<file path="config.mk">
export PLATFORM = sky130hd
export DESIGN_NAME = pmi_pins
export DESIGN_NICKNAME = d
export VERILOG_FILES = /design/src/common/pmi_pkg.sv /design/src/design/pmi_pins.sv
export SDC_FILE = /design/constraint.sdc
export NUM_CORES = 1
export LEC_CHECK = 0
export BUFFER_PORTS_ARGS = -buffer_cell sky130_fd_sc_hd__buf_2
export CAP_MARGIN = 10
export CORE_MARGIN = 4
export CORE_UTILIZATION = 46
export CTS_BUF_LIST = sky130_fd_sc_hd__clkbuf_8
export DETAILED_ROUTE_END_ITERATION = 8
export PLACE_DENSITY = 0.8
export SLEW_MARGIN = 20
export SYNTH_ARGS = -nofsm -noshare
export SYNTH_HDL_FRONTEND = slang
export SYNTH_SLANG_ARGS = --single-unit
</file>
<file path="constraint.sdc">
create_clock -name mclk_i -period 1.9 [get_ports mclk_i]
set_clock_uncertainty 0.15 [all_clocks]
set_input_delay 0.095 -clock mclk_i [delete_from_list [all_inputs] [get_ports mclk_i]]
set_output_delay 0.095 -clock mclk_i [all_outputs]
set_load 0.02 [all_outputs]
</file>
<file path="src/common/pmi_pkg.sv">
package pmi_pkg;
	// Slow-clock enable divider: 125 MHz down to about 32 kHz
	localparam int CLK_HZ = 125000000;
	localparam int SLOW_HZ = 32768;
	localparam int SLOW_DIV = CLK_HZ / SLOW_HZ;
	localparam int SLOW_DIV_W = 12;
	// Suspend debounce: stable slow-clock samples before a level is taken
	localparam int DEB_SAMPLES = 4;
	localparam int DEB_W = 4;
	// Register map, one aligned word each
	localparam logic [7:0] OFS_CONFIG = 8'h00;
	localparam logic [7:0] OFS_STATUS = 8'h04;
	// Config register field positions
	localparam int CFG_ACT_EN = 0;
	localparam int CFG_VPORT_SEL = 1;
	localparam int CFG_ACT_SBY_SEL = 2;
	localparam int CFG_BL_SUSP_SEL = 3;
	localparam int CFG_SBY_TMR_RST_EN = 4;
	localparam int CFG_BL_TMR_RST_EN = 5;
	localparam int CFG_W = 6;
	localparam logic [CFG_W-1:0] CFG_RESET = 6'h00;
	// Status register field positions
	localparam int ST_STRAP = 0;
	localparam int ST_STANDBY = 1;
	localparam int ST_SUSPEND = 2;
	localparam int ST_BL_OFF = 3;
	localparam int ST_ACT_IN = 4;
	localparam int ST_SUSP_DEB = 5;
endpackage : pmi_pkg

</file>
<file path="src/design/pmi_pins.sv">
// Implementation choices: the APB register port and the placing of the registers.
`timescale 1ns/10ps
// Overview of operation
// - Shared pin active only strap0, enable1, vport0
// - Select 1: rising edge is activity
// - Activity restarts standby timer when enabled
// - Activity restarts backlight timer when enabled
// - Select 0: going high requests standby
// - Backlight/suspend pin active only with strap0
// - Select 1: high level switches backlight off
// - Select 0: debounced high requests suspend
// - Standby status low while in standby
// - Suspend status low while in suspend
module pmi_pins import pmi_pkg::*; #(
	parameter int DEB_COUNT = DEB_SAMPLES
) (
	// Clock and reset
	input wire logic mclk_i,
	input wire logic rst_n_i,
	// APB slave
	input wire logic psel_i,
	input wire logic penable_i,
	input wire logic pwrite_i,
	input wire logic [7:0] paddr_i,
	input wire logic [31:0] pwdata_i,
	output logic [31:0] prdata_o,
	output logic pready_o,
	output logic pslverr_o,
	// Shared pins and strap
	input wire logic act_sby_pin_i,
	input wire logic bl_susp_pin_i,
	input wire logic feature_connector_strap_bit_i,
	// Mode state from the power sequencer
	input wire logic in_standby_i,
	input wire logic in_suspend_i,
	// Requests to timers and sequencer
	output logic standby_timer_restart_o,
	output logic backlight_timer_restart_o,
	output logic standby_request_o,
	output logic backlight_off_o,
	output logic suspend_request_o,
	// Status pins
	output logic standby_status_n_o,
	output logic suspend_status_n_o
);
	initial begin
		if (DEB_COUNT < 1 || DEB_COUNT >= (1 << DEB_W)) $error("DEB_COUNT out of range");
	end

	// All state of the block
	typedef struct packed {
		logic [CFG_W-1:0] cfg; // Software configuration
		logic strap; // Strap caught after reset
		logic strap_done; // Strap captured once
		logic [SLOW_DIV_W-1:0] div; // Slow enable divider
		logic act_prev; // Last shared pin sample
		logic sby_prev; // Last standby request level
		logic [DEB_W-1:0] deb_cnt; // Stable sample count
		logic susp_deb; // Debounced suspend level
		logic sby_tmr_rst; // Timer restart pulses
		logic bl_tmr_rst;
		logic sby_req; // Standby start pulse
		logic bl_off; // Backlight off level
		logic susp_req; // Suspend request level
		logic sby_st_n; // Status pins
		logic susp_st_n;
		logic [31:0] rdata; // Read data
	} pmi_state_t;

	pmi_state_t st;
	pmi_state_t next_st;
	logic slow_en; // One-cycle slow clock enable
	logic pin1_on; // Activity/standby pin usable
	logic pin2_on; // Backlight/suspend pin usable
	logic act_rise; // Rising edge on shared pin
	logic apb_acc; // APB access phase
	logic [31:0] status_word; // Status readback

	// Combinational next state
	always_comb begin
		next_st = st;
		slow_en = (st.div == SLOW_DIV_W'(SLOW_DIV - 1));
		pin1_on = !st.strap && st.cfg[CFG_ACT_EN] && !st.cfg[CFG_VPORT_SEL];
		pin2_on = !st.strap;
		act_rise = act_sby_pin_i && !st.act_prev;
		apb_acc = psel_i && penable_i;
		status_word = 32'h0;
		status_word[ST_STRAP] = st.strap;
		status_word[ST_STANDBY] = in_standby_i;
		status_word[ST_SUSPEND] = in_suspend_i;
		status_word[ST_BL_OFF] = st.bl_off;
		status_word[ST_ACT_IN] = act_sby_pin_i;
		status_word[ST_SUSP_DEB] = st.susp_deb;
		// Strap is taken once after reset release
		if (!st.strap_done) begin
			next_st.strap = feature_connector_strap_bit_i;
			next_st.strap_done = 1'b1;
		end
		// Divider for the slow enable
		next_st.div = slow_en ? '0 : st.div + 1'b1;
		// Edge history
		next_st.act_prev = act_sby_pin_i;
		// Activity role: low level or steady high restarts nothing
		next_st.sby_tmr_rst = pin1_on && st.cfg[CFG_ACT_SBY_SEL] && act_rise
			&& st.cfg[CFG_SBY_TMR_RST_EN];
		next_st.bl_tmr_rst = pin1_on && st.cfg[CFG_ACT_SBY_SEL] && act_rise
			&& st.cfg[CFG_BL_TMR_RST_EN];
		// Standby role: only a true low-to-high pin edge starts power-down, so enabling
		// the role while the pin already sits high does not fire a spurious request
		next_st.sby_prev = act_sby_pin_i;
		next_st.sby_req = pin1_on && !st.cfg[CFG_ACT_SBY_SEL] && act_sby_pin_i && !st.sby_prev;
		// Backlight role, gated by the pin-sharing strap condition
		next_st.bl_off = pin2_on && st.cfg[CFG_BL_SUSP_SEL] && bl_susp_pin_i;
		// Suspend debouncer sampled on slow enable
		if (slow_en) begin
			if (bl_susp_pin_i == st.susp_deb) begin
				next_st.deb_cnt = '0;
			end else if (st.deb_cnt == DEB_W'(DEB_COUNT - 1)) begin
				next_st.deb_cnt = '0;
				next_st.susp_deb = bl_susp_pin_i;
			end else begin
				next_st.deb_cnt = st.deb_cnt + 1'b1;
			end
		end
		next_st.susp_req = pin2_on && !st.cfg[CFG_BL_SUSP_SEL] && st.susp_deb;
		// Status pins follow mode
		next_st.sby_st_n = !in_standby_i;
		next_st.susp_st_n = !in_suspend_i;
		// APB write and read
		if (apb_acc && pwrite_i && paddr_i == OFS_CONFIG) begin
			next_st.cfg = pwdata_i[CFG_W-1:0];
		end
		if (psel_i && !penable_i && !pwrite_i) begin
			unique case (paddr_i)
				OFS_CONFIG: next_st.rdata = {{(32-CFG_W){1'b0}}, st.cfg};
				OFS_STATUS: next_st.rdata = status_word;
				default: next_st.rdata = 32'h0;
			endcase
		end
	end

	// State register
	always_ff @(posedge mclk_i) begin
		if (!rst_n_i) begin
			st <= '{cfg: CFG_RESET, sby_st_n: 1'b1, susp_st_n: 1'b1, default: '0};
		end else begin
			st <= next_st;
		end
	end

	// APB answers in the first access cycle
	assign pready_o = 1'b1;
	assign pslverr_o = psel_i && penable_i && paddr_i != OFS_CONFIG && paddr_i != OFS_STATUS;
	assign prdata_o = st.rdata;
	// Outputs from flip-flops
	assign standby_timer_restart_o = st.sby_tmr_rst;
	assign backlight_timer_restart_o = st.bl_tmr_rst;
	assign standby_request_o = st.sby_req;
	assign backlight_off_o = st.bl_off;
	assign suspend_request_o = st.susp_req;
	assign standby_status_n_o = st.sby_st_n;
	assign suspend_status_n_o = st.susp_st_n;
endmodule : pmi_pins

</file>
==> results of run 1 <==
## state kept, by name, indices dropped and copies added, names as in the netlist
| name | flops |
|---|---|
| backlight_off_o | 1 |
| backlight_timer_restart_o | 1 |
| prdata_o | 6 |
| st | 26 |
| standby_request_o | 1 |
| standby_status_n_o | 1 |
| standby_timer_restart_o | 1 |
| suspend_request_o | 1 |
| suspend_status_n_o | 1 |
## final timing paths
kind              start     endpoint  slack [ps]  depth (start not counted)
min          paddr_i[3]  prdata_o[1]           9                          4
max          paddr_i[2]       st[65]          40                          6
min reg2reg      st[41]       st[41]         340                          2
max reg2reg      st[47]       st[43]         220                          7
## per-stage QoR
stage | area [sq um] | total power, mW | setup WS, ps
6_report | 2270 | 1.73 | 42.0
5_1_grt | 2270 | 1.80 | -12.7
4_1_cts | 2250 | 1.74 | 31.2
3_5_place_dp | 2020 | 1.02 | 180
3_3_place_gp | 2020 | 1.02 | 190
2_1_floorplan | 2000 | 1.02 | 275
## critical path: stages
cell	delay [ps]
dlygate4sd3_1	530
buf_2	160
or4_1	470
or3_4	450
nand3_1	130
o21ai_2	60
## Yosys cell counts
cell / number
a21oi_1: 1
a31oi_1: 6
a41o_1: 1
and2_1: 2
and3_1: 4
and4b_1: 1
buf_1: 1
buf_2: 1
buf_4: 33
buf_6: 1
clkbuf_1: 4
conb_1: 2
dfxtp_1: 39
ha_1: 3
inv_1: 7
mux2i_1: 1
nand2_1: 21
nand2b_1: 1
nand3_1: 15
nand3_2: 4
nand4_1: 3
nand4b_1: 1
nand4bb_1: 2
nor2_1: 18
nor2b_1: 2
nor3_1: 5
nor3b_1: 3
nor4_1: 2
nor4_4: 1
nor4bb_1: 1
o21ai_0: 12
o21ai_2: 6
or3_4: 1
or4_1: 1
or4_4: 1
xnor2_1: 8
xor2_1: 3
## metal layers
metal	share of wire, %	vias up	GRT usage, %
met4	1.8	0	10.0
met1	44	672	18.1
li1	-	782	-
met5	0	-	0
met2	46	59	22.1
met3	7.4	5	1.66
## area by class of cell
class	instances	area [sq um]	area share, %
flip-flops and latches	39	781	34.5
multi-input cells	158	921	40.6
well taps	50	62.6	2.76
repair buffers	56	358	15.8
clock buffers	6	82.6	3.64
inverters	7	26.3	1.16
clock inverters	2	35.0	1.55
## report_power, final
| group | internal [mW] | switching [mW] | leakage (nW) |
|---|---|---|---|
| combinational | 0.0658 | 0.114 | 0.575 |
| sequential | 0.834 | 0.0107 | 0.317 |
| clock | 0.425 | 0.285 | 0.0612 |
| total | 1.32 | 0.409 | 0.953 |
## kinds of logic (layout without fill, tap and decap cells)
logic type,count (synthesis),after routing
AOI/OAI and AO/OA,26,26
muxes,1,1
adders and majority gates,3,3
and+or+nand+nor,89,90
xor gates and xnor gates,11,11
DFF,39,39
other,2,27
buffers and inverters,47,71
## what timing repair did
action                                  4_1_cts  5_1_grt
hold endpoints to repair                     18        0
endpoints found under the setup margin        0        2
hold buffers                                 12        0
resized for setup                             0        1
==> results.cfg, run 1 <==
[yosys]
synth.area.mux_share_pct = 0.525
synth.avg_cell_area_sq_um = 8.74
ys_seq_elements = 39
netlist_top_cells_area = dfxtp_1 41%, buf_4 13%, nand2_1 4.1%
synth_top_family_by_area = simple AND/OR/NAND/NOR gates
syn_inst = 218
ys_seq_area_share_pct = 41.0
synth_xor_area_share_pct = 5.06
synthSimpleGateAreaFrac_pct = 26.2
yosysTopAreaCell = dfxtp_1
synth_fa_ha_area_share_pct = 1.97
yosysWarnings = 0
syn-cell-area_sq_um = 1910
synth_top_area_share_pct = 41.0
synth_compound_area_share_pct = 8.67
synth_cell_types = 37

[grt]
overflow = 0
grt_start_max_net_pins = 20
grt_pass1_wl_mm = 5.78
first_global_vias = 1312
grtUsageTotal_pct = 14.2
antenna_found_initial = 0

[clock_network]
cts_buffer_depth = 2
path_clk_slew_ps = 80
clk_latency_ps = 290
cts_tree = yes
cts_made_buffers = 5
cts-root-buf = clkbuf_8
clock_sink_count = 39
cts_max_level = 2
post_cts_buffers = 0

[placement]
gp_congestion = 0.810
dp_cells = 297
hpwl_mm = 2.48
port_buffers = 37

[cells_and_area]
antenna_cells = 0
layout_commonest_cell = dfxtp_1
area_delta_synth_final_pct = 18.9
drive_above_1_share_pct = 24.6
finalNetCount = 320
final_cell_count_no_fill = 318
final_cell_mix = 39 x dfxtp_1, 37 x buf_2, 27 x conb_1
fill_cells = 361
final_core_util_pct = 56.6

[timing]
fmax_ghz = 0.538
finalSetupViolations = 0
finalCritPeriodShare_pct = 97.8
grt_setup_unrepaired = yes
final-hold-violation-count = 0
hold_ws_ps = 9.39
slew_viol_final = 0
setup_tns_ps = 0
min_period_ps = 1860

[detailed_routing]
first_pass_iters = 4
drt-initial-drc-count = 85
drt_wl_total_mm = 3.63
ant_nets = 0
vias = 1518
drc = 0
wl_per_cell_microns = 11.4
routed_via_density = 4.77

[die]
fp-row-count = 23
die_h_microns = 72.4
initial_utilization_pct = 47.6
die_area_sq_um = 5240
core_sq_um = 4000
boundaryPins = 91
die_x_microns = 72.4

[worst_setup_path]
worstPathMaxFanout = 7
arrival_ps = 1900
startpoint_type = input pin
worst_setup_path_end_kind = register
critical_path_class = input pin to register
critical_path_required_ps = 1940

[hold_path]
min_path_type = input pin to register

[power_and_ir_drop]
powerDensity_nw_per_um2 = 765
p_leak_nw = 0.953
vdd_ir_drop_max_mv = 0.300

[status]
outcome = completed

[run]
maxCapViolCount = 0
No activity file was read; power rests on OpenSTA's default activity.
==> run 2, diff against run 1 <==
--- a/config.mk
+++ b/config.mk
@@ -5,13 +5,16 @@
 export SDC_FILE = /design/constraint.sdc
 export NUM_CORES = 1
 export LEC_CHECK = 0
+export ABC_AREA = 1
 export BUFFER_PORTS_ARGS = -buffer_cell sky130_fd_sc_hd__buf_2
 export CAP_MARGIN = 10
+export CELL_PAD_IN_SITES_DETAIL_PLACEMENT = 1
+export CELL_PAD_IN_SITES_GLOBAL_PLACEMENT = 1
 export CORE_MARGIN = 4
-export CORE_UTILIZATION = 46
+export CORE_UTILIZATION = 34
 export CTS_BUF_LIST = sky130_fd_sc_hd__clkbuf_8
 export DETAILED_ROUTE_END_ITERATION = 8
-export PLACE_DENSITY = 0.8
+export PLACE_DENSITY_LB_ADDON = 0.1
 export SLEW_MARGIN = 20
 export SYNTH_ARGS = -nofsm -noshare
 export SYNTH_HDL_FRONTEND = slang
==> run 2 against run 1 <==
Net effect: critical path type is now register to register; global-route usage decreased by 0.83 points; non-clock buffer count decreased by 7; die area increased by 42%; worst setup slack improved by 320 ps.
==> results.cfg, run 2 <==
[worst_setup_path]
worstPathMaxFanout = 10
reg2regPathDepth = 8
r2r-start = st[46]
crit_path_top_delay_cell = dfxtp_1
max_stage_delay_ps = 380
worst_setup_path_end_kind = register
path_buf_inv = 1
startpoint_type = register
path_delay_family = simple AND/OR/NAND/NOR gates
cpMostUsedCell = nand2_1
path_cells = ha_1 -> nand2_1 -> nor2_1 -> nand3_4 -> nand2_4 -> inv_6 -> nand2_2 -> nand2_1
critical_path_class = register to register
critical_path_required_ps = 1930
regToRegSetupSlack_ps = 360
arrival_ps = 1580
worstReg2RegEnd = st[40]

[cells_and_area]
final_core_util_pct = 40.1
regMostFlops = st
drive_above_1_share_pct = 19.9
largest_reg_flops = 26
antenna_cells = 0
area_delta_synth_final_pct = 14.2
finalNetCount = 378
stdcell_area_sq_um = 2380
final_cell_mix = 55 x nand2_1, 39 x dfxtp_1, 37 x buf_2
layout_commonest_cell = nand2_1

[yosys]
synth-async-reset-ratio_pct = 0
synth_cell_types = 29
syn-cell-area_sq_um = 2080
synth.avg_cell_area_sq_um = 7.40
yosys-top-cells-count = 55 x nand2_1, 39 x dfxtp_1, 34 x buf_4
synth_edf_count = 0
syn_inst = 281
synth_top_area_share_pct = 37.5
synth.most_common_cell = nand2_1
synth_ff_type = dfxtp_1
yosysTopAreaCell = dfxtp_1
yosysWarnings = 0
ys_seq_area_share_pct = 37.5
netlist_top_cells_area = dfxtp_1 38%, buf_4 12%, nand2_1 9.9%
ys_seq_elements = 39

[die]
die_x_microns = 86.2
die_h_microns = 86.2
fp-row-count = 28
die_area_sq_um = 7440
initial_utilization_pct = 35.1
boundaryPins = 91
core_sq_um = 5920

[power_and_ir_drop]
netSwitchingPower_mw = 0.419
finalPower_mw = 1.56
sw_frac_of_total_pct = 26.8
p_leak_nw = 1.10
powerDensity_nw_per_um2 = 657
p_int_mw = 1.14
vdd_ir_drop_max_mv = 0.271
p_comb_share_pct = 11.8
p_seq_share_pct = 54.0
clkPwrFrac_pct = 34.1

[run]
maxCapViolCount = 0

[placement]
hpwl_mm = 3.62
postPlaceCellArea_sq_um = 2180
port_buffers = 37
gp_congestion = 0.722

[grt]
grt_pass1_wl_mm = 7.90
first_global_vias = 1751
antenna_found_initial = 0
grtUsageTotal_pct = 13.4
grt_start_max_net_pins = 22
overflow = 0

[clock_network]
post_cts_buffers = 0
clk_latency_ps = 280
path_clk_slew_ps = 70
clock_sink_count = 39
cts_made_buffers = 5
cts_max_level = 2
cts-root-buf = clkbuf_8
cts_tree = yes
cts_buffer_depth = 2

[status]
outcome = completed

[detailed_routing]
routed_via_density = 4.35
first_pass_iters = 4
drc = 0
vias = 1746
drt-initial-drc-count = 42
ant_nets = 0
wl_per_cell_microns = 11.8
drt_wl_total_mm = 4.73

[hold_path]
holdPathStages = 1
min_path_type = input pin to register
worstHoldStart = rst_n_i
hold_path_end = st[58]

[timing]
finalSetupViolations = 0
slew_viol_final = 0
grt_setup_unrepaired = no
final-hold-violation-count = 0
hold_ws_ps = 10.2
finalCritPeriodShare_pct = 81.2
min_period_ps = 1540
fmax_ghz = 0.648
setup_tns_ps = 0
==> run 2: cell count changes in the layout (fill, tap and decap cells not counted), sizes merged, moves of 7 or more <==
cell   delta
nand3    +13
xnor2     -7
a21oi    +11
nand2    +42
o21ai    -14
inv      +27
nor2     +16
==> run 2: cells by family (layout without fill, tap and decap cells) <==
logic type,after synthesis,in the layout,share of synthesized area [%]
simple gates,142,142,33.4
buf+inv,69,89,19.3
flops,39,39,37.5
compound gates,23,23,6.37
fa+ha+maj,3,3,1.80
xor+xnor,3,3,1.26
other cells,2,27,0.361
==> run 2: layout make-up <==
class | instances | area (sq um)
clock inverter | 3 | 12.5
clock buffer | 5 | 68.8
timing repair buffer | 49 | 303
fill | 759 | 3540
multi-input combinational | 198 | 992
tap | 75 | 93.8
sequential | 39 | 781
inverter | 32 | 125
==> run 2: what timing repair did <==
item                                   CTS  global route
endpoints found under the hold margin   14             0
resized for setup                        0             0
hold buffers                            11             0
==> run 2: worst max-delay path by stage <==
stage | from | to | slack, ps | cells past startpoint
CTS | st[46] | st[41] | 320 | 8
finish | st[46] | st[40] | 360 | 8
detailed placement | st[46] | st[54] | 340 | 8
global route | st[46] | st[56] | 210 | 8
floorplan | st[46] | st[40] | 520 | 8
global placement | st[46] | st[40] | 340 | 8
==> run 2: power groups by stage <==
stage          registers (mW)  clock network (mW)  logic [mW]
2_1_floorplan           0.864                   0       0.165
3_3_place_gp            0.863                   0       0.166
3_5_place_dp            0.864                   0       0.169
4_1_cts                 0.845               0.564       0.186
5_1_grt                 0.847               0.604       0.207
6_report                0.844               0.533       0.185
==> run 2: metrics by stage <==
step,setup WS [ps],std cells
after floorplan,524,306
after global placement,343,382
after detailed placement,338,382
after CTS,320,401
after global routing,212,401
final,357,401
==> run 2: per-layer routing <==
| layer | vias to the layer above | track usage (%) | part of all wire [%] |
|---|---|---|---|
| met5 | - | 0 | 0 |
| met4 | 0 | 3.40 | 1.1 |
| met3 | 5 | 3.52 | 6.4 |
| met2 | 41 | 23.8 | 49 |
| met1 | 792 | 15.9 | 43 |
| li1 | 908 | - | - |
==> run 3, diff against run 2 <==
--- a/config.mk
+++ b/config.mk
@@ -5,7 +5,7 @@
 export SDC_FILE = /design/constraint.sdc
 export NUM_CORES = 1
 export LEC_CHECK = 0
-export ABC_AREA = 1
+export ABC_AREA = 0
 export BUFFER_PORTS_ARGS = -buffer_cell sky130_fd_sc_hd__buf_2
 export CAP_MARGIN = 10
 export CELL_PAD_IN_SITES_DETAIL_PLACEMENT = 1
==> constraint.sdc (replaced) <==
create_clock -name mclk_i -period 1.6 [get_ports mclk_i]
set_clock_uncertainty 0.15 [all_clocks]
set_input_delay 0.08 -clock mclk_i [delete_from_list [all_inputs] [get_ports mclk_i]]
set_output_delay 0.08 -clock mclk_i [all_outputs]
set_load 0.02 [all_outputs]
==> run 3 against run 2 <==
Net effect: the run now ends with setup timing left; fmax shrank 3.8%; global-route usage about the same; critical path depth decreased by 2.
==> results.cfg, run 3 (same netlist as run 1, synthesis figures left out) <==
[worst_setup_path]
crit_path_top_delay_cell = dfxtp_2
r2r-start = st[47]
startpoint_type = register
path_cells = inv_2 -> ha_4 -> nand4b_1 -> nor3_4 -> nand2b_4 -> nor2_1
critical_path_required_ps = 1640
arrival_ps = 1640
critical_path_class = register to register
reg2regPathDepth = 6
worstPathMaxFanout = 8
regToRegSetupSlack_ps = -4
max_stage_delay_ps = 330
worst_setup_path_end_kind = register
crit_start = st[47]

[placement]
port_buffers = 37
pre_cts_ws_ps = -90.7
hpwl_mm = 3.18
gp_congestion = 0.687

[timing]
grt_setup_unrepaired = yes
min_period_ps = 1600
finalSetupViolations = 2
finalCritPeriodShare_pct = 100
slew_viol_final = 0
setup_tns_ps = -4.83
fmax_ghz = 0.623
final-hold-violation-count = 0
setup_slack_ps = -4.10
hold_ws_ps = 27.2

[cells_and_area]
drive_above_1_share_pct = 31.5
fill_cells = 656
antenna_cells = 0
regMostFlops = st
largest_reg_flops = 26
finalNetCount = 331
area_delta_synth_final_pct = 25.2
final_cell_mix = 37 x dfxtp_1, 37 x buf_2, 27 x conb_1

[die]
die_area_sq_um = 6870
die_h_microns = 82.9
die_x_microns = 82.9
initial_utilization_pct = 36.2
boundaryPins = 91
core_sq_um = 5270
fp-row-count = 26

[grt]
grt_pass1_wl_mm = 7.57
first_global_vias = 1583
overflow = 0
grt_start_max_net_pins = 17
antenna_found_initial = 0
grtUsageTotal_pct = 13.3

[clock_network]
clk_latency_ps = 300
cts_made_buffers = 5
cts_max_level = 2
clock_sink_count = 39
cts_buffer_depth = 2
path_clk_slew_ps = 80
cts-root-buf = clkbuf_8
cts_tree = yes

[detailed_routing]
first_pass_iters = 4
drc = 0
ant_nets = 0
drt_wl_total_mm = 4.34
wl_per_cell_microns = 12.4
vias = 1554
routed_via_density = 4.45
drt-initial-drc-count = 23

[run]
maxCapViolCount = 0

[hold_path]
min_path_type = input pin to register
worstHoldStart = rst_n_i
holdPathStages = 2

[status]
violations = setup timing
outcome = finished, violations left

[power_and_ir_drop]
powerDensity_nw_per_um2 = 794
finalPower_mw = 1.89
p_leak_nw = 1.02
vdd_ir_drop_max_mv = 0.438
[run 3: cell types whose count changed in the layout (fill, tap and decap cells not counted), sizes merged, moves of 4 or more]
cell	previous run	this run
a21oi	12	1
nor2	34	18
nand3	32	19
o21a	6	0
xnor2	1	8
o21ai	4	18
nand2	63	21
buf	38	56
and3	0	4
inv	34	7
a31oi	0	6
[run 3: critical path, delay by kind of cell, from the launching register on]
kind          cells  cell delay (ps)
fa+ha+maj         1              110
buf+inv           1               60
flops             1              330
simple gates      4              840
[run 3: what timing repair did]
item                                    in CTS  in global routing
endpoints found under the setup margin      14                 18
endpoints found under the hold margin       15                  0
cloned                                       1                  0
hold buffers                                11                  0
pin swaps                                    2                  8
setup buffers                                1                  2
resized for setup                            5                 11
[run 3: report_power, final]
part / switching [mW] / leakage [nW] / internal (mW)
Sequential: 0.0134 / 0.318 / 0.991
Combinational: 0.147 / 0.650 / 0.0911
Clock: 0.354 / 0.0477 / 0.298
[run 3: final cells by class]
cell class                 count  area (sq um)  area share [%]
multi-input combinational    158           965            40.4
clock inverter                 3          15.0           0.629
timing repair buffer          67           438            18.4
inverter                       7          26.3            1.10
clock buffer                   5          68.8            2.88
sequential                    39           786            32.9
tap                           70          87.6            3.67
[run 3: routing by layer]
metal	share of wire, %	routed length [microns]	global-route usage (%)
met5	0	0	0
met4	1.4	62	4.46
met2	44	1910	20.0
met3	6.2	269	4.75
met1	48	2100	17.6
[run 3: through the flow]
| step | utilization, % | std cells | area [sq um] |
|---|---|---|---|
| global placement | 40.4 | 327 | 2130 |
| finish | 45.3 | 349 | 2390 |
| CTS | 44.7 | 348 | 2350 |
| global route | 45.3 | 349 | 2390 |
| detailed placement | 40.4 | 327 | 2130 |
| floorplan | - | 243 | 2010 |
[run 3: final timing paths]
| check | end |
|---|---|
| setup / recovery | st[48] |
| hold / removal | st[58] |
| setup reg to reg | st[48] |
| hold reg to reg | st[60] |
